--- src/hw/osc_led_pkg.sv ---
/*
 * Shared constants, register map and carrier types of the oscillator
 * and LED sink driver control block.
 * Assumes a 25 MHz system clock and a 32-bit AXI4-Lite register bus.
 */
package osc_led_pkg;

   // ****************************************************************
   // timing
   // ****************************************************************
   localparam int CLK_MHZ = 25;
   localparam int SETTLE_TIME_US = 100;
   // least time, exact at an integer clock rate in MHz
   localparam int SETTLE_CYCLES = SETTLE_TIME_US * CLK_MHZ;
   localparam int SLOW_OSC_HZ = 10_000;
   // half period of the slow clock in system cycles
   localparam int SLOW_HALF_CYCLES = (CLK_MHZ * 1_000_000) /
                                     (2 * SLOW_OSC_HZ);
   localparam int SLOW_CNT_W = $clog2(SLOW_HALF_CYCLES);
   // fast clock half period in system cycles for the divide-by-one code
   localparam int FAST_BASE_HALF = 1;

   // settle timer indices
   localparam int SETTLE_FAST = 0;
   localparam int SETTLE_SLOW = 1;
   localparam int SETTLE_REF = 2;
   localparam int SETTLE_N = 3;

   // ****************************************************************
   // drive levels
   // ****************************************************************
   localparam int COLOUR_CH_N = 3;
   localparam int CH_LEVEL_W = 7;
   localparam int IR_LEVEL_W = 8;
   localparam int COLOUR_STEP_MA = 4;
   localparam int IR_STEP_MA = 50;

   // ****************************************************************
   // register map (byte addresses)
   // ****************************************************************
   localparam int AXI_ADDR_W = 8;
   localparam logic [7:0] OFF_FAST_CTRL = 8'h00;
   localparam logic [7:0] OFF_SLOW_CTRL = 8'h04;
   localparam logic [7:0] OFF_DRIVER_CTRL = 8'h08;
   localparam logic [7:0] OFF_COLOUR_LEVEL = 8'h0C;
   localparam logic [7:0] OFF_IR_LEVEL = 8'h10;
   localparam logic [7:0] OFF_STATUS = 8'h14;
   localparam logic [7:0] OFF_COLOUR_MA = 8'h18;
   localparam logic [7:0] OFF_IR_MA = 8'h1C;
   localparam logic [1:0] RESP_OKAY = 2'h0;
   localparam logic [1:0] RESP_SLVERR = 2'h2;

   // ****************************************************************
   // carrier types
   // ****************************************************************
   typedef enum logic [1:0] {
      DIV_BY_1 = 2'b00,
      DIV_BY_2 = 2'b01,
      DIV_BY_4 = 2'b10,
      DIV_BY_8 = 2'b11
   } divide_code_t;

   typedef struct packed {
      divide_code_t divide;
      logic routing;
      logic output_enable;
      logic power_up;
   } fast_osc_t;

   typedef struct packed {
      logic routing;
      logic output_enable;
      logic power_up;
   } slow_osc_t;

   typedef struct packed {
      logic half_mode;
      logic ir_en;
      logic colour_en;
      logic ref_en;
   } driver_ctrl_t;

   typedef struct packed {
      logic ir_sink;
      logic [2:0] colour_sink;
      logic spare;
      logic ref_ready;
      logic slow_ready;
      logic fast_ready;
   } status_t;

   localparam fast_osc_t FAST_RESET = '0;
   localparam slow_osc_t SLOW_RESET = '0;
   localparam driver_ctrl_t DRIVER_RESET = '0;

endpackage : osc_led_pkg

--- src/hw/settle_timer.sv ---
/*
 * Settling timer: raises ready after start has been high for COUNT
 * consecutive cycles, drops it as soon as start falls.
 * Assumes start is synchronous to clk_in.
 */
`timescale 1ns/1ps
module settle_timer
   import osc_led_pkg::*;
#(
   parameter int COUNT = SETTLE_CYCLES
) (
   input wire logic clk_in,
   input wire logic reset_in,
   input wire logic start_in,
   output logic ready_out
);

   localparam int W = $clog2(COUNT + 1);

   logic [W-1:0] count;
   logic [W-1:0] next_count;
   wire at_end = (count == W'(COUNT));

   // count up while start holds, saturating at the settle time
   assign next_count = !start_in ? '0 : (at_end ? count : count + 1'b1);

   // ****************************************************************
   // timer state
   // ****************************************************************
   always_ff @(posedge clk_in or posedge reset_in) begin
      if (reset_in) begin
         count <= '0;
         ready_out <= 1'b0;
      end else begin
         count <= next_count;
         ready_out <= (next_count == W'(COUNT));
      end
   end
endmodule : settle_timer

--- src/hw/osc_led_ctrl.sv ---
/*
 * Oscillator and LED sink driver control with an AXI4-Lite register file.
 * Assumes a 25 MHz clock, synchronous PWM inputs and an outside pad that
 * combines each sink with its shared open-drain pad from the enables.
 */
`timescale 1ns/1ps
module osc_led_ctrl
   import osc_led_pkg::*;
(
   input wire logic clk_in,
   input wire logic reset_in,
   input wire logic [AXI_ADDR_W-1:0] s_axi_awaddr_in,
   input wire logic s_axi_awvalid_in,
   output logic s_axi_awready_out,
   input wire logic [31:0] s_axi_wdata_in,
   input wire logic [3:0] s_axi_wstrb_in,
   input wire logic s_axi_wvalid_in,
   output logic s_axi_wready_out,
   output logic [1:0] s_axi_bresp_out,
   output logic s_axi_bvalid_out,
   input wire logic s_axi_bready_in,
   input wire logic [AXI_ADDR_W-1:0] s_axi_araddr_in,
   input wire logic s_axi_arvalid_in,
   output logic s_axi_arready_out,
   output logic [31:0] s_axi_rdata_out,
   output logic [1:0] s_axi_rresp_out,
   output logic s_axi_rvalid_out,
   input wire logic s_axi_rready_in,
   input wire logic channel0_pwm_in,
   input wire logic channel1_pwm_in,
   input wire logic channel2_pwm_in,
   input wire logic infrared_pwm_in,
   output logic fast_osc_clock_out,
   output logic fast_osc_on_fabric_out,
   output logic slow_osc_clock_out,
   output logic slow_osc_on_fabric_out,
   output logic [2:0] led_sink_out,
   output logic [2:0] led_sink_oe_n_out,
   output logic [2:0] led_sink_owned_out,
   output logic infrared_sink_out,
   output logic infrared_sink_oe_n_out,
   output logic infrared_sink_owned_out
);

   // ****************************************************************
   // register state
   // ****************************************************************
   fast_osc_t fast_ctrl;
   slow_osc_t slow_ctrl;
   driver_ctrl_t drv_ctrl;
   logic [COLOUR_CH_N-1:0][CH_LEVEL_W-1:0] colour_level;
   logic [IR_LEVEL_W-1:0] infrared_level_code;
   logic [AXI_ADDR_W-1:0] aw_addr;
   logic [31:0] w_data;
   logic [3:0] w_strb;
   logic [SETTLE_N-1:0] settle_ready;
   logic [3:0] fast_cnt;
   logic [SLOW_CNT_W-1:0] slow_cnt;

   // byte-lane merge of a write into the current register word
   function automatic logic [31:0] merge_word(input logic [31:0] cur,
      input logic [31:0] data, input logic [3:0] strb);
      logic [31:0] mask;
      mask = '0;
      for (int b = 0; b < 4; b++) begin
         mask[b*8 +: 8] = {8{strb[b]}};
      end
      return (cur & ~mask) | (data & mask);
   endfunction : merge_word

   // number of set bits of a level code
   function automatic int count_ones(input logic [7:0] v);
      int n;
      n = 0;
      for (int b = 0; b < 8; b++) begin
         n = n + int'(v[b]);
      end
      return n;
   endfunction : count_ones

   // ****************************************************************
   // settle timers: fast oscillator, slow oscillator, reference current
   // ****************************************************************
   wire [SETTLE_N-1:0] settle_start = {drv_ctrl.ref_en,
      slow_ctrl.power_up, fast_ctrl.power_up};

   for (genvar t = 0; t < SETTLE_N; t++) begin : g_settle
      settle_timer #(.COUNT(SETTLE_CYCLES)) u_settle (
         .clk_in(clk_in),
         .reset_in(reset_in),
         .start_in(settle_start[t]),
         .ready_out(settle_ready[t])
      );
   end

   // ****************************************************************
   // drive levels and sink decisions
   // ****************************************************************
   wire ref_gate = drv_ctrl.ref_en & settle_ready[SETTLE_REF];
   wire [2:0] pwm_vec = {channel2_pwm_in, channel1_pwm_in,
      channel0_pwm_in};
   wire [2:0] next_sink;
   wire [2:0] next_owned;
   wire [2:0][7:0] colour_ma;

   // one slice per colour channel
   for (genvar ch = 0; ch < COLOUR_CH_N; ch++) begin : g_chan
      wire code_nz = |colour_level[ch];
      assign next_owned[ch] = code_nz;
      assign next_sink[ch] = ref_gate & drv_ctrl.colour_en
         & pwm_vec[ch] & code_nz;
      assign colour_ma[ch] = 8'((count_ones({1'b0, colour_level[ch]}) *
         COLOUR_STEP_MA) >> drv_ctrl.half_mode);
   end

   wire ir_code_nz = |infrared_level_code;
   wire next_ir_sink = ref_gate & drv_ctrl.ir_en & infrared_pwm_in &
      ir_code_nz;
   wire [8:0] ir_ma = 9'((count_ones(infrared_level_code) * IR_STEP_MA)
      >> drv_ctrl.half_mode);

   // ****************************************************************
   // oscillators
   // ****************************************************************
   // output runs only when powered, settled and enabled
   wire fast_run = fast_ctrl.power_up & settle_ready[SETTLE_FAST] &
      fast_ctrl.output_enable;
   wire slow_run = slow_ctrl.power_up & settle_ready[SETTLE_SLOW] &
      slow_ctrl.output_enable;
   wire [3:0] fast_half = 4'(FAST_BASE_HALF) << fast_ctrl.divide;
   wire fast_wrap = (fast_cnt == fast_half - 4'h1);
   wire slow_wrap = (slow_cnt == SLOW_CNT_W'(SLOW_HALF_CYCLES - 1));

   // fast clock toggle divider
   always_ff @(posedge clk_in or posedge reset_in) begin
      if (reset_in) begin
         fast_cnt <= 4'h0;
         fast_osc_clock_out <= 1'b0;
      end else if (!fast_run || fast_wrap) begin
         fast_cnt <= 4'h0;
         fast_osc_clock_out <= fast_run & ~fast_osc_clock_out;
      end else begin
         fast_cnt <= fast_cnt + 4'h1;
      end
   end

   // slow clock toggle divider, fixed rate
   always_ff @(posedge clk_in or posedge reset_in) begin
      if (reset_in) begin
         slow_cnt <= '0;
         slow_osc_clock_out <= 1'b0;
      end else if (!slow_run || slow_wrap) begin
         slow_cnt <= '0;
         slow_osc_clock_out <= slow_run & ~slow_osc_clock_out;
      end else begin
         slow_cnt <= slow_cnt + 1'b1;
      end
   end

   // routing selects and sink pin state
   always_ff @(posedge clk_in or posedge reset_in) begin
      if (reset_in) begin
         fast_osc_on_fabric_out <= 1'b0;
         slow_osc_on_fabric_out <= 1'b0;
         led_sink_out <= 3'h0;
         led_sink_oe_n_out <= 3'h7;
         led_sink_owned_out <= 3'h0;
         infrared_sink_out <= 1'b0;
         infrared_sink_oe_n_out <= 1'b1;
         infrared_sink_owned_out <= 1'b0;
      end else begin
         fast_osc_on_fabric_out <= fast_ctrl.routing;
         slow_osc_on_fabric_out <= slow_ctrl.routing;
         led_sink_out <= 3'h0;
         led_sink_oe_n_out <= ~next_sink;
         led_sink_owned_out <= next_owned;
         infrared_sink_out <= 1'b0;
         infrared_sink_oe_n_out <= ~next_ir_sink;
         infrared_sink_owned_out <= ir_code_nz;
      end
   end

   // ****************************************************************
   // register read words and decode
   // ****************************************************************
   status_t status;
   assign status = '{ir_sink: ~infrared_sink_oe_n_out,
      colour_sink: ~led_sink_oe_n_out, spare: 1'b0,
      ref_ready: settle_ready[SETTLE_REF],
      slow_ready: settle_ready[SETTLE_SLOW],
      fast_ready: settle_ready[SETTLE_FAST]};
   wire [31:0] fast_word = 32'(fast_ctrl);
   wire [31:0] slow_word = 32'(slow_ctrl);
   wire [31:0] drv_word = 32'(drv_ctrl);
   wire [31:0] colour_word = {9'h000, colour_level[2], 1'b0,
      colour_level[1], 1'b0, colour_level[0]};
   wire [31:0] ir_word = 32'(infrared_level_code);
   wire [31:0] status_word = 32'(status);
   wire [31:0] colour_ma_word = {8'h00, colour_ma[2], colour_ma[1],
      colour_ma[0]};
   wire [31:0] ir_ma_word = 32'(ir_ma);

   // write decode
   wire w_fast = (aw_addr == OFF_FAST_CTRL);
   wire w_slow = (aw_addr == OFF_SLOW_CTRL);
   wire w_drv = (aw_addr == OFF_DRIVER_CTRL);
   wire w_colour = (aw_addr == OFF_COLOUR_LEVEL);
   wire w_ir = (aw_addr == OFF_IR_LEVEL);
   wire w_ro = (aw_addr == OFF_STATUS) || (aw_addr == OFF_COLOUR_MA) ||
      (aw_addr == OFF_IR_MA);
   wire w_mapped = w_fast | w_slow | w_drv | w_colour | w_ir | w_ro;
   wire [31:0] w_cur = w_fast ? fast_word : w_slow ? slow_word :
      w_drv ? drv_word : w_colour ? colour_word : ir_word;
   wire [31:0] w_merged = merge_word(w_cur, w_data, w_strb);
   // both halves held and no response pending
   wire do_write = !s_axi_awready_out && !s_axi_wready_out &&
      !s_axi_bvalid_out;

   // read decode
   wire [7:0] ra = s_axi_araddr_in;
   wire r_mapped = (ra <= OFF_IR_MA) && (ra[1:0] == 2'b00);
   wire [31:0] r_word = (ra == OFF_FAST_CTRL) ? fast_word :
      (ra == OFF_SLOW_CTRL) ? slow_word :
      (ra == OFF_DRIVER_CTRL) ? drv_word :
      (ra == OFF_COLOUR_LEVEL) ? colour_word :
      (ra == OFF_IR_LEVEL) ? ir_word :
      (ra == OFF_STATUS) ? status_word :
      (ra == OFF_COLOUR_MA) ? colour_ma_word :
      (ra == OFF_IR_MA) ? ir_ma_word : 32'h0000_0000;
   wire ar_take = s_axi_arvalid_in && s_axi_arready_out;

   // ****************************************************************
   // AXI4-Lite write channels
   // ****************************************************************
   always_ff @(posedge clk_in or posedge reset_in) begin
      if (reset_in) begin
         s_axi_awready_out <= 1'b1;
         s_axi_wready_out <= 1'b1;
         s_axi_bvalid_out <= 1'b0;
         s_axi_bresp_out <= RESP_OKAY;
         aw_addr <= '0;
         w_data <= 32'h0000_0000;
         w_strb <= 4'h0;
      end else begin
         if (s_axi_awvalid_in && s_axi_awready_out) begin
            aw_addr <= s_axi_awaddr_in;
            s_axi_awready_out <= 1'b0;
         end
         if (s_axi_wvalid_in && s_axi_wready_out) begin
            w_data <= s_axi_wdata_in;
            w_strb <= s_axi_wstrb_in;
            s_axi_wready_out <= 1'b0;
         end
         if (do_write) begin
            s_axi_bvalid_out <= 1'b1;
            s_axi_bresp_out <= w_mapped ? RESP_OKAY : RESP_SLVERR;
         end else if (s_axi_bvalid_out && s_axi_bready_in) begin
            s_axi_bvalid_out <= 1'b0;
            s_axi_awready_out <= 1'b1;
            s_axi_wready_out <= 1'b1;
         end
      end
   end

   // writable registers, all zero after reset
   always_ff @(posedge clk_in or posedge reset_in) begin
      if (reset_in) begin
         fast_ctrl <= FAST_RESET;
         slow_ctrl <= SLOW_RESET;
         drv_ctrl <= DRIVER_RESET;
         colour_level <= '0;
         infrared_level_code <= '0;
      end else if (do_write) begin
         if (w_fast) fast_ctrl <= fast_osc_t'(w_merged[4:0]);
         if (w_slow) slow_ctrl <= slow_osc_t'(w_merged[2:0]);
         if (w_drv) drv_ctrl <= driver_ctrl_t'(w_merged[3:0]);
         if (w_colour) colour_level <= {w_merged[22:16], w_merged[14:8],
            w_merged[6:0]};
         if (w_ir) infrared_level_code <= w_merged[7:0];
      end
   end

   // ****************************************************************
   // AXI4-Lite read channels
   // ****************************************************************
   always_ff @(posedge clk_in or posedge reset_in) begin
      if (reset_in) begin
         s_axi_arready_out <= 1'b1;
         s_axi_rvalid_out <= 1'b0;
         s_axi_rdata_out <= 32'h0000_0000;
         s_axi_rresp_out <= RESP_OKAY;
      end else if (ar_take) begin
         s_axi_arready_out <= 1'b0;
         s_axi_rvalid_out <= 1'b1;
         s_axi_rdata_out <= r_word;
         s_axi_rresp_out <= r_mapped ? RESP_OKAY : RESP_SLVERR;
      end else if (s_axi_rvalid_out && s_axi_rready_in) begin
         s_axi_arready_out <= 1'b1;
         s_axi_rvalid_out <= 1'b0;
      end
   end

   // ****************************************************************
   // checks
   // ****************************************************************
   logic slow_prev;
   logic slow_seen;
   logic [11:0] slow_gap;
   wire slow_chg = (slow_prev != slow_osc_clock_out);

   // half-period length of the slow clock, seen from its output
   always_ff @(posedge clk_in or posedge reset_in) begin
      if (reset_in) begin
         slow_prev <= 1'b0;
         slow_seen <= 1'b0;
         slow_gap <= 12'h000;
      end else begin
         slow_prev <= slow_osc_clock_out;
         slow_seen <= slow_run & (slow_seen | slow_chg);
         slow_gap <= slow_chg ? 12'h001 :
            (&slow_gap ? slow_gap : slow_gap + 12'h001);
      end
   end
endmodule : osc_led_ctrl

--- config.mk ---
export PLATFORM = sky130hd
export DESIGN_NAME = osc_led_ctrl
export DESIGN_NICKNAME = d
export VERILOG_FILES = /design/src/hw/osc_led_pkg.sv /design/src/hw/settle_timer.sv /design/src/hw/osc_led_ctrl.sv
export SDC_FILE = /design/constraint.sdc
export NUM_CORES = 1
export LEC_CHECK = 0
export BUFFER_PORTS_ARGS = -buffer_cell sky130_fd_sc_hd__buf_2
export CAP_MARGIN = 20
export CORE_ASPECT_RATIO = 0.8
export CORE_MARGIN = 1
export CORE_UTILIZATION = 48
export DETAILED_ROUTE_END_ITERATION = 10
export PLACE_DENSITY_LB_ADDON = 0.15
export SYNTH_ARGS = -nofsm -noshare
export SYNTH_HDL_FRONTEND = slang
export SYNTH_HIERARCHICAL = 1
export SYNTH_SLANG_ARGS = --single-unit
--- constraint.sdc ---
create_clock -name clk_in -period 6.8 [get_ports clk_in]
set_input_delay 0.34 -clock clk_in [delete_from_list [all_inputs] [get_ports clk_in]]
set_output_delay 0.34 -clock clk_in [all_outputs]
set_load 0.01 [all_outputs]
==> summary.txt <==
Global route
  • Most used routing layer in global routing: met1
  • Tot GR Track Use: 21.63%
  • Met1 Usage GRT: 35.23%
  • Met2 layer usage reported by global route: 29.18%
  • Pin count of the biggest net entering global routing: 75
  • Grt ovf: 0
  • Global-route wire length before repair: 33.69 mm
  • Vias in the first global route: 6372
  • Number of antenna violations at the first check in global routing: 0
  • Routing usage on met3: 3.799%

Setup path
  • CP Capture Type: flop
  • Reg-to-Reg Start: infrared_level_code[0]
  • WP data required: 7.11 ns
  • Peak fanout along the critical path: 5
  • Critical path launch point type: flop
  • First element of the critical path: infrared_level_code[0]
  • Start-to-end type of the worst setup path: flop to flop
  • CP arrival: 5.51 ns

Power
  • Power density over the cells: 286.1 nW/um2
  • Max rail drop VDD: 0.0002023 V
  • Leakage: 4.654 nW
  • Total power of the final layout: 3.011 mW

Die
  • Floorplan die height: 127.0 um
  • DIE WIDTH: 158.2 um
  • Die area: 20100 um2
  • Count of boundary I/O pins: 120
  • Total number of placement rows: 45
  • Core region area: 19030 um2
  • Starting Density: 49.26%

Synth
  • Synthesized-area fraction occupied by adder cells: 7.154%
  • Post-synthesis sequential element count: 169
  • Multiplexer share of the synthesized area: 10.48%
  • Post-synthesis sequential area ratio: 45.21%
  • Post-Synth Simple-Gate Area: 17.25%
  • Primary flip-flop cell chosen by synthesis mapping: sky130_fd_sc_hd__dfrtp_1
  • Yosys warning count: 6
  • Leading post-synthesis cells by cell area: sky130_fd_sc_hd__dfrtp_1 43%, sky130_fd_sc_hd__mux2_2 6.4%, sky130_fd_sc_hd__ha_1 3.7%, sky130_fd_sc_hd__fa_1 3.4%, sky130_fd_sc_hd__nand2_1 2.5%
  • Fraction of the mapped netlist area in compound gates: 10.96%
  • Xor and xnor fraction of the mapped netlist area: 3.364%
  • Cell accounting for the most synthesized area: sky130_fd_sc_hd__dfrtp_1
  • Largest family of logic cells by synthesized area: simple AND/OR/NAND/NOR gates
  • Share of synthesized registers carrying an async set or reset: 100.0%
  • Gate count after technology mapping: 883
  • Netlist area before placement: 9374 um2
  • Most numerous cell in the Yosys netlist: sky130_fd_sc_hd__dfrtp_1
  • Area fraction of the dominant cell type after synthesis: 43.25%
  • Cell types with the highest counts after synthesis: 162 x sky130_fd_sc_hd__dfrtp_1, 63 x sky130_fd_sc_hd__nand2_1, 59 x sky130_fd_sc_hd__inv_1
  • EDFF count, synth: 0
  • Distinct cells, synth: 69
  • Synth Area per Inst: 10.62 um2

Final layout
  • Total area of multi-input combinational cells: 4672 um2
  • Number of nets in the layout: 1065
  • ANT cells: 0
  • Number of fill cells: 1741
  • Share of layout cells above drive strength 1: 24.41%
  • Register cell area after layout: 4238 um2
  • Area growth syn-to-layout: 12.27%

Timing
  • Setup TNS: 0 ns
  • Final Max Slew Viols: 0
  • Final hold violation count: 0
  • Final worst path period share: 76.51%
  • F_max: 0.1922 GHz
  • Relative max-transition margin: 38.80%
  • Time the final worst path needs with I/O delays and setup: 5.203 ns
  • Post-Route Skew: 0.008320 ns
  • Final worst setup slack: 1.597 ns
  • RSZ-0062 raised after global routing: false
  • Total setup violations reported at the end of the flow: 0
  • Transition time of the tightest slew-check pin: 0.9180 ns

Flow run
  • Max-Cap Viols: 0

Routing
  • Total number of vias: 6728
  • Final wirelength: 20.04 mm
  • Violation count after the first detailed-routing iteration: 538
  • Detailed-router iteration count before antenna repair: 5
  • Post-route antenna net violation count: 0
  • Post-detailed-route via-to-cell ratio: 5.474
  • Number of design rule violations left after detail routing: 0
  • Routed length per instance: 16.30 um

Clock network
  • CTS Buf Count: 17
  • Number of buffers inserted for hold repair after clock tree synthesis: 0
  • Total number of clock tree sinks: 169
  • Clock tree root buffer cell: sky130_fd_sc_hd__clkbuf_16
  • Post-CTS repair timing setup buffer count: 0
  • Number of H-tree branching levels: 4
  • Number of cells upsized or downsized after cts: 0
  • Latest clock arrival within the worst-skew pair: 0.43 ns
  • Clock Tree Buf Depth: 2
  • Clock tree from TritonCTS: yes
  • Clock-pin slew on the worst setup and hold paths: 0.06 ns

Placement
  • Number of buffer cells added on primary ports: 92
  • Final GP Congestion: 0.8281
  • Detailed placer's ending HPWL: 14.67 mm
  • Pre-CTS setup slack: 1.607 ns

Min path
  • Type of the worst min-delay path: primary input to async pin

Status
  • Run status: completed
-- final cells by class --
| cell class | instances | area share [%] |
|---|---|---|
| Tap cell | 258 | 3.067 |
| Sequential cell | 169 | 40.27 |
| Multi-Input combinational cell | 617 | 44.39 |
| Timing Repair Buffer | 94 | 4.518 |
| Clock buffer | 19 | 4.209 |
| Inverter | 59 | 2.152 |
| Clock inverter | 13 | 1.391 |
-- placed cells by master (no fill, tap or decap), types with 5 or more instances in the layout --
master                        n
sky130_fd_sc_hd__buf_2       92
sky130_fd_sc_hd__mux2i_1     13
sky130_fd_sc_hd__inv_1       58
sky130_fd_sc_hd__and2_1      13
sky130_fd_sc_hd__clkbuf_16   17
sky130_fd_sc_hd__fa_1        16
sky130_fd_sc_hd__conb_1      16
sky130_fd_sc_hd__nand3_1     42
sky130_fd_sc_hd__a22o_1      15
sky130_fd_sc_hd__nor2_1      46
sky130_fd_sc_hd__mux2_4      14
sky130_fd_sc_hd__nor3_1       9
sky130_fd_sc_hd__a21boi_0     9
sky130_fd_sc_hd__o31ai_1      9
sky130_fd_sc_hd__xor2_1      11
sky130_fd_sc_hd__nand2_1     63
sky130_fd_sc_hd__nand2_2      7
sky130_fd_sc_hd__dfrtp_1    162
sky130_fd_sc_hd__ha_1        28
sky130_fd_sc_hd__a21oi_1     19
sky130_fd_sc_hd__a22oi_1      7
sky130_fd_sc_hd__dfstp_2      7
sky130_fd_sc_hd__nand3b_1     7
sky130_fd_sc_hd__a31oi_1     11
sky130_fd_sc_hd__mux2_2      53
sky130_fd_sc_hd__o21ai_0     45
sky130_fd_sc_hd__nor4_1      15
sky130_fd_sc_hd__xnor2_1     25
sky130_fd_sc_hd__nand4_1      8
sky130_fd_sc_hd__o22ai_1      5
sky130_fd_sc_hd__nand2b_1    11
sky130_fd_sc_hd__nor2b_1      7
sky130_fd_sc_hd__and3_1      13
-- power breakdown --
group,total (mW),internal (mW),switching [mW]
logic,0.656,0.322,0.334
clock network,0.966,0.556,0.411
registers,1.39,1.18,0.210
-- per-stage QoR --
step / cell area [um2] / hold slack [ns] / cells / util [%]
4_1_cts: 10520 / 0.03101 / 1229 / 55.30
6_report: 10520 / 0.01002 / 1229 / 55.30
3_5_place_dp: 9935 / 0.4295 / 1197 / 52.20
5_1_grt: 10520 / 0.03127 / 1229 / 55.30
2_1_floorplan: 9430 / 0.2170 / 898 / -
3_3_place_gp: 9935 / 0.4272 / 1197 / 52.20
-- metal layers --
layer,routed length (um),up-vias
met1,10580,3311
met2,8300,142
met5,0,-
met4,243,0
met3,910,17
li1,-,3258
-- sequential cells by signal, indices dropped and copies added (netlist names), 4 cells and up --
signal,cells
g_settle.u_settle/count,36
s_axi_rdata_out,22
w_data,22
colour_level,21
slow_cnt,11
aw_addr,8
infrared_level_code,8
fast_ctrl,5
drv_ctrl,4
fast_cnt,4
-- worst max-delay path, cell delays in order (launching register included) --
cell                      delay, ns
sky130_fd_sc_hd__dfrtp_1       0.45
sky130_fd_sc_hd__fa_1          0.56
sky130_fd_sc_hd__inv_1         0.05
sky130_fd_sc_hd__fa_1          0.45
sky130_fd_sc_hd__fa_1          0.49
sky130_fd_sc_hd__inv_1         0.04
sky130_fd_sc_hd__ha_1          0.19
sky130_fd_sc_hd__fa_1          0.39
sky130_fd_sc_hd__xnor2_1       0.41
sky130_fd_sc_hd__inv_1         0.12
sky130_fd_sc_hd__ha_1          0.31
sky130_fd_sc_hd__ha_1          0.20
sky130_fd_sc_hd__ha_1          0.27
sky130_fd_sc_hd__ha_1          0.33
sky130_fd_sc_hd__a31oi_1       0.22
sky130_fd_sc_hd__xnor2_1       0.10
sky130_fd_sc_hd__mux2i_1       0.13
sky130_fd_sc_hd__mux2i_1       0.10
sky130_fd_sc_hd__a32o_1        0.27
-- cells by family after synthesis --
logic type	Yosys count
AO/OA/AOI/OAI	152
XOR/XNOR	36
adder cells (fa/ha/maj)	44
buffers and inverters	112
flip-flops	169
multiplexers	82
other	1
AND/OR/NAND/NOR	287
-- path summary, 6_finish.rpt --
path | cells past startpoint | slack, ns | end
setup reg to reg | 18 | 1.60 | s_axi_rdata_out[8]
max in group asynchronous | 3 | 5.48 | w_data[0]
hold / removal | 2 | 0.01 | fast_osc_clock_out
min in group clk_in | 2 | 0.04 | led_sink_oe_n_out[1]
setup / recovery | 18 | 1.60 | s_axi_rdata_out[8]
hold reg to reg | 0 | 0.44 | slow_osc_on_fabric_out
(Power assumes the default switching activity.)
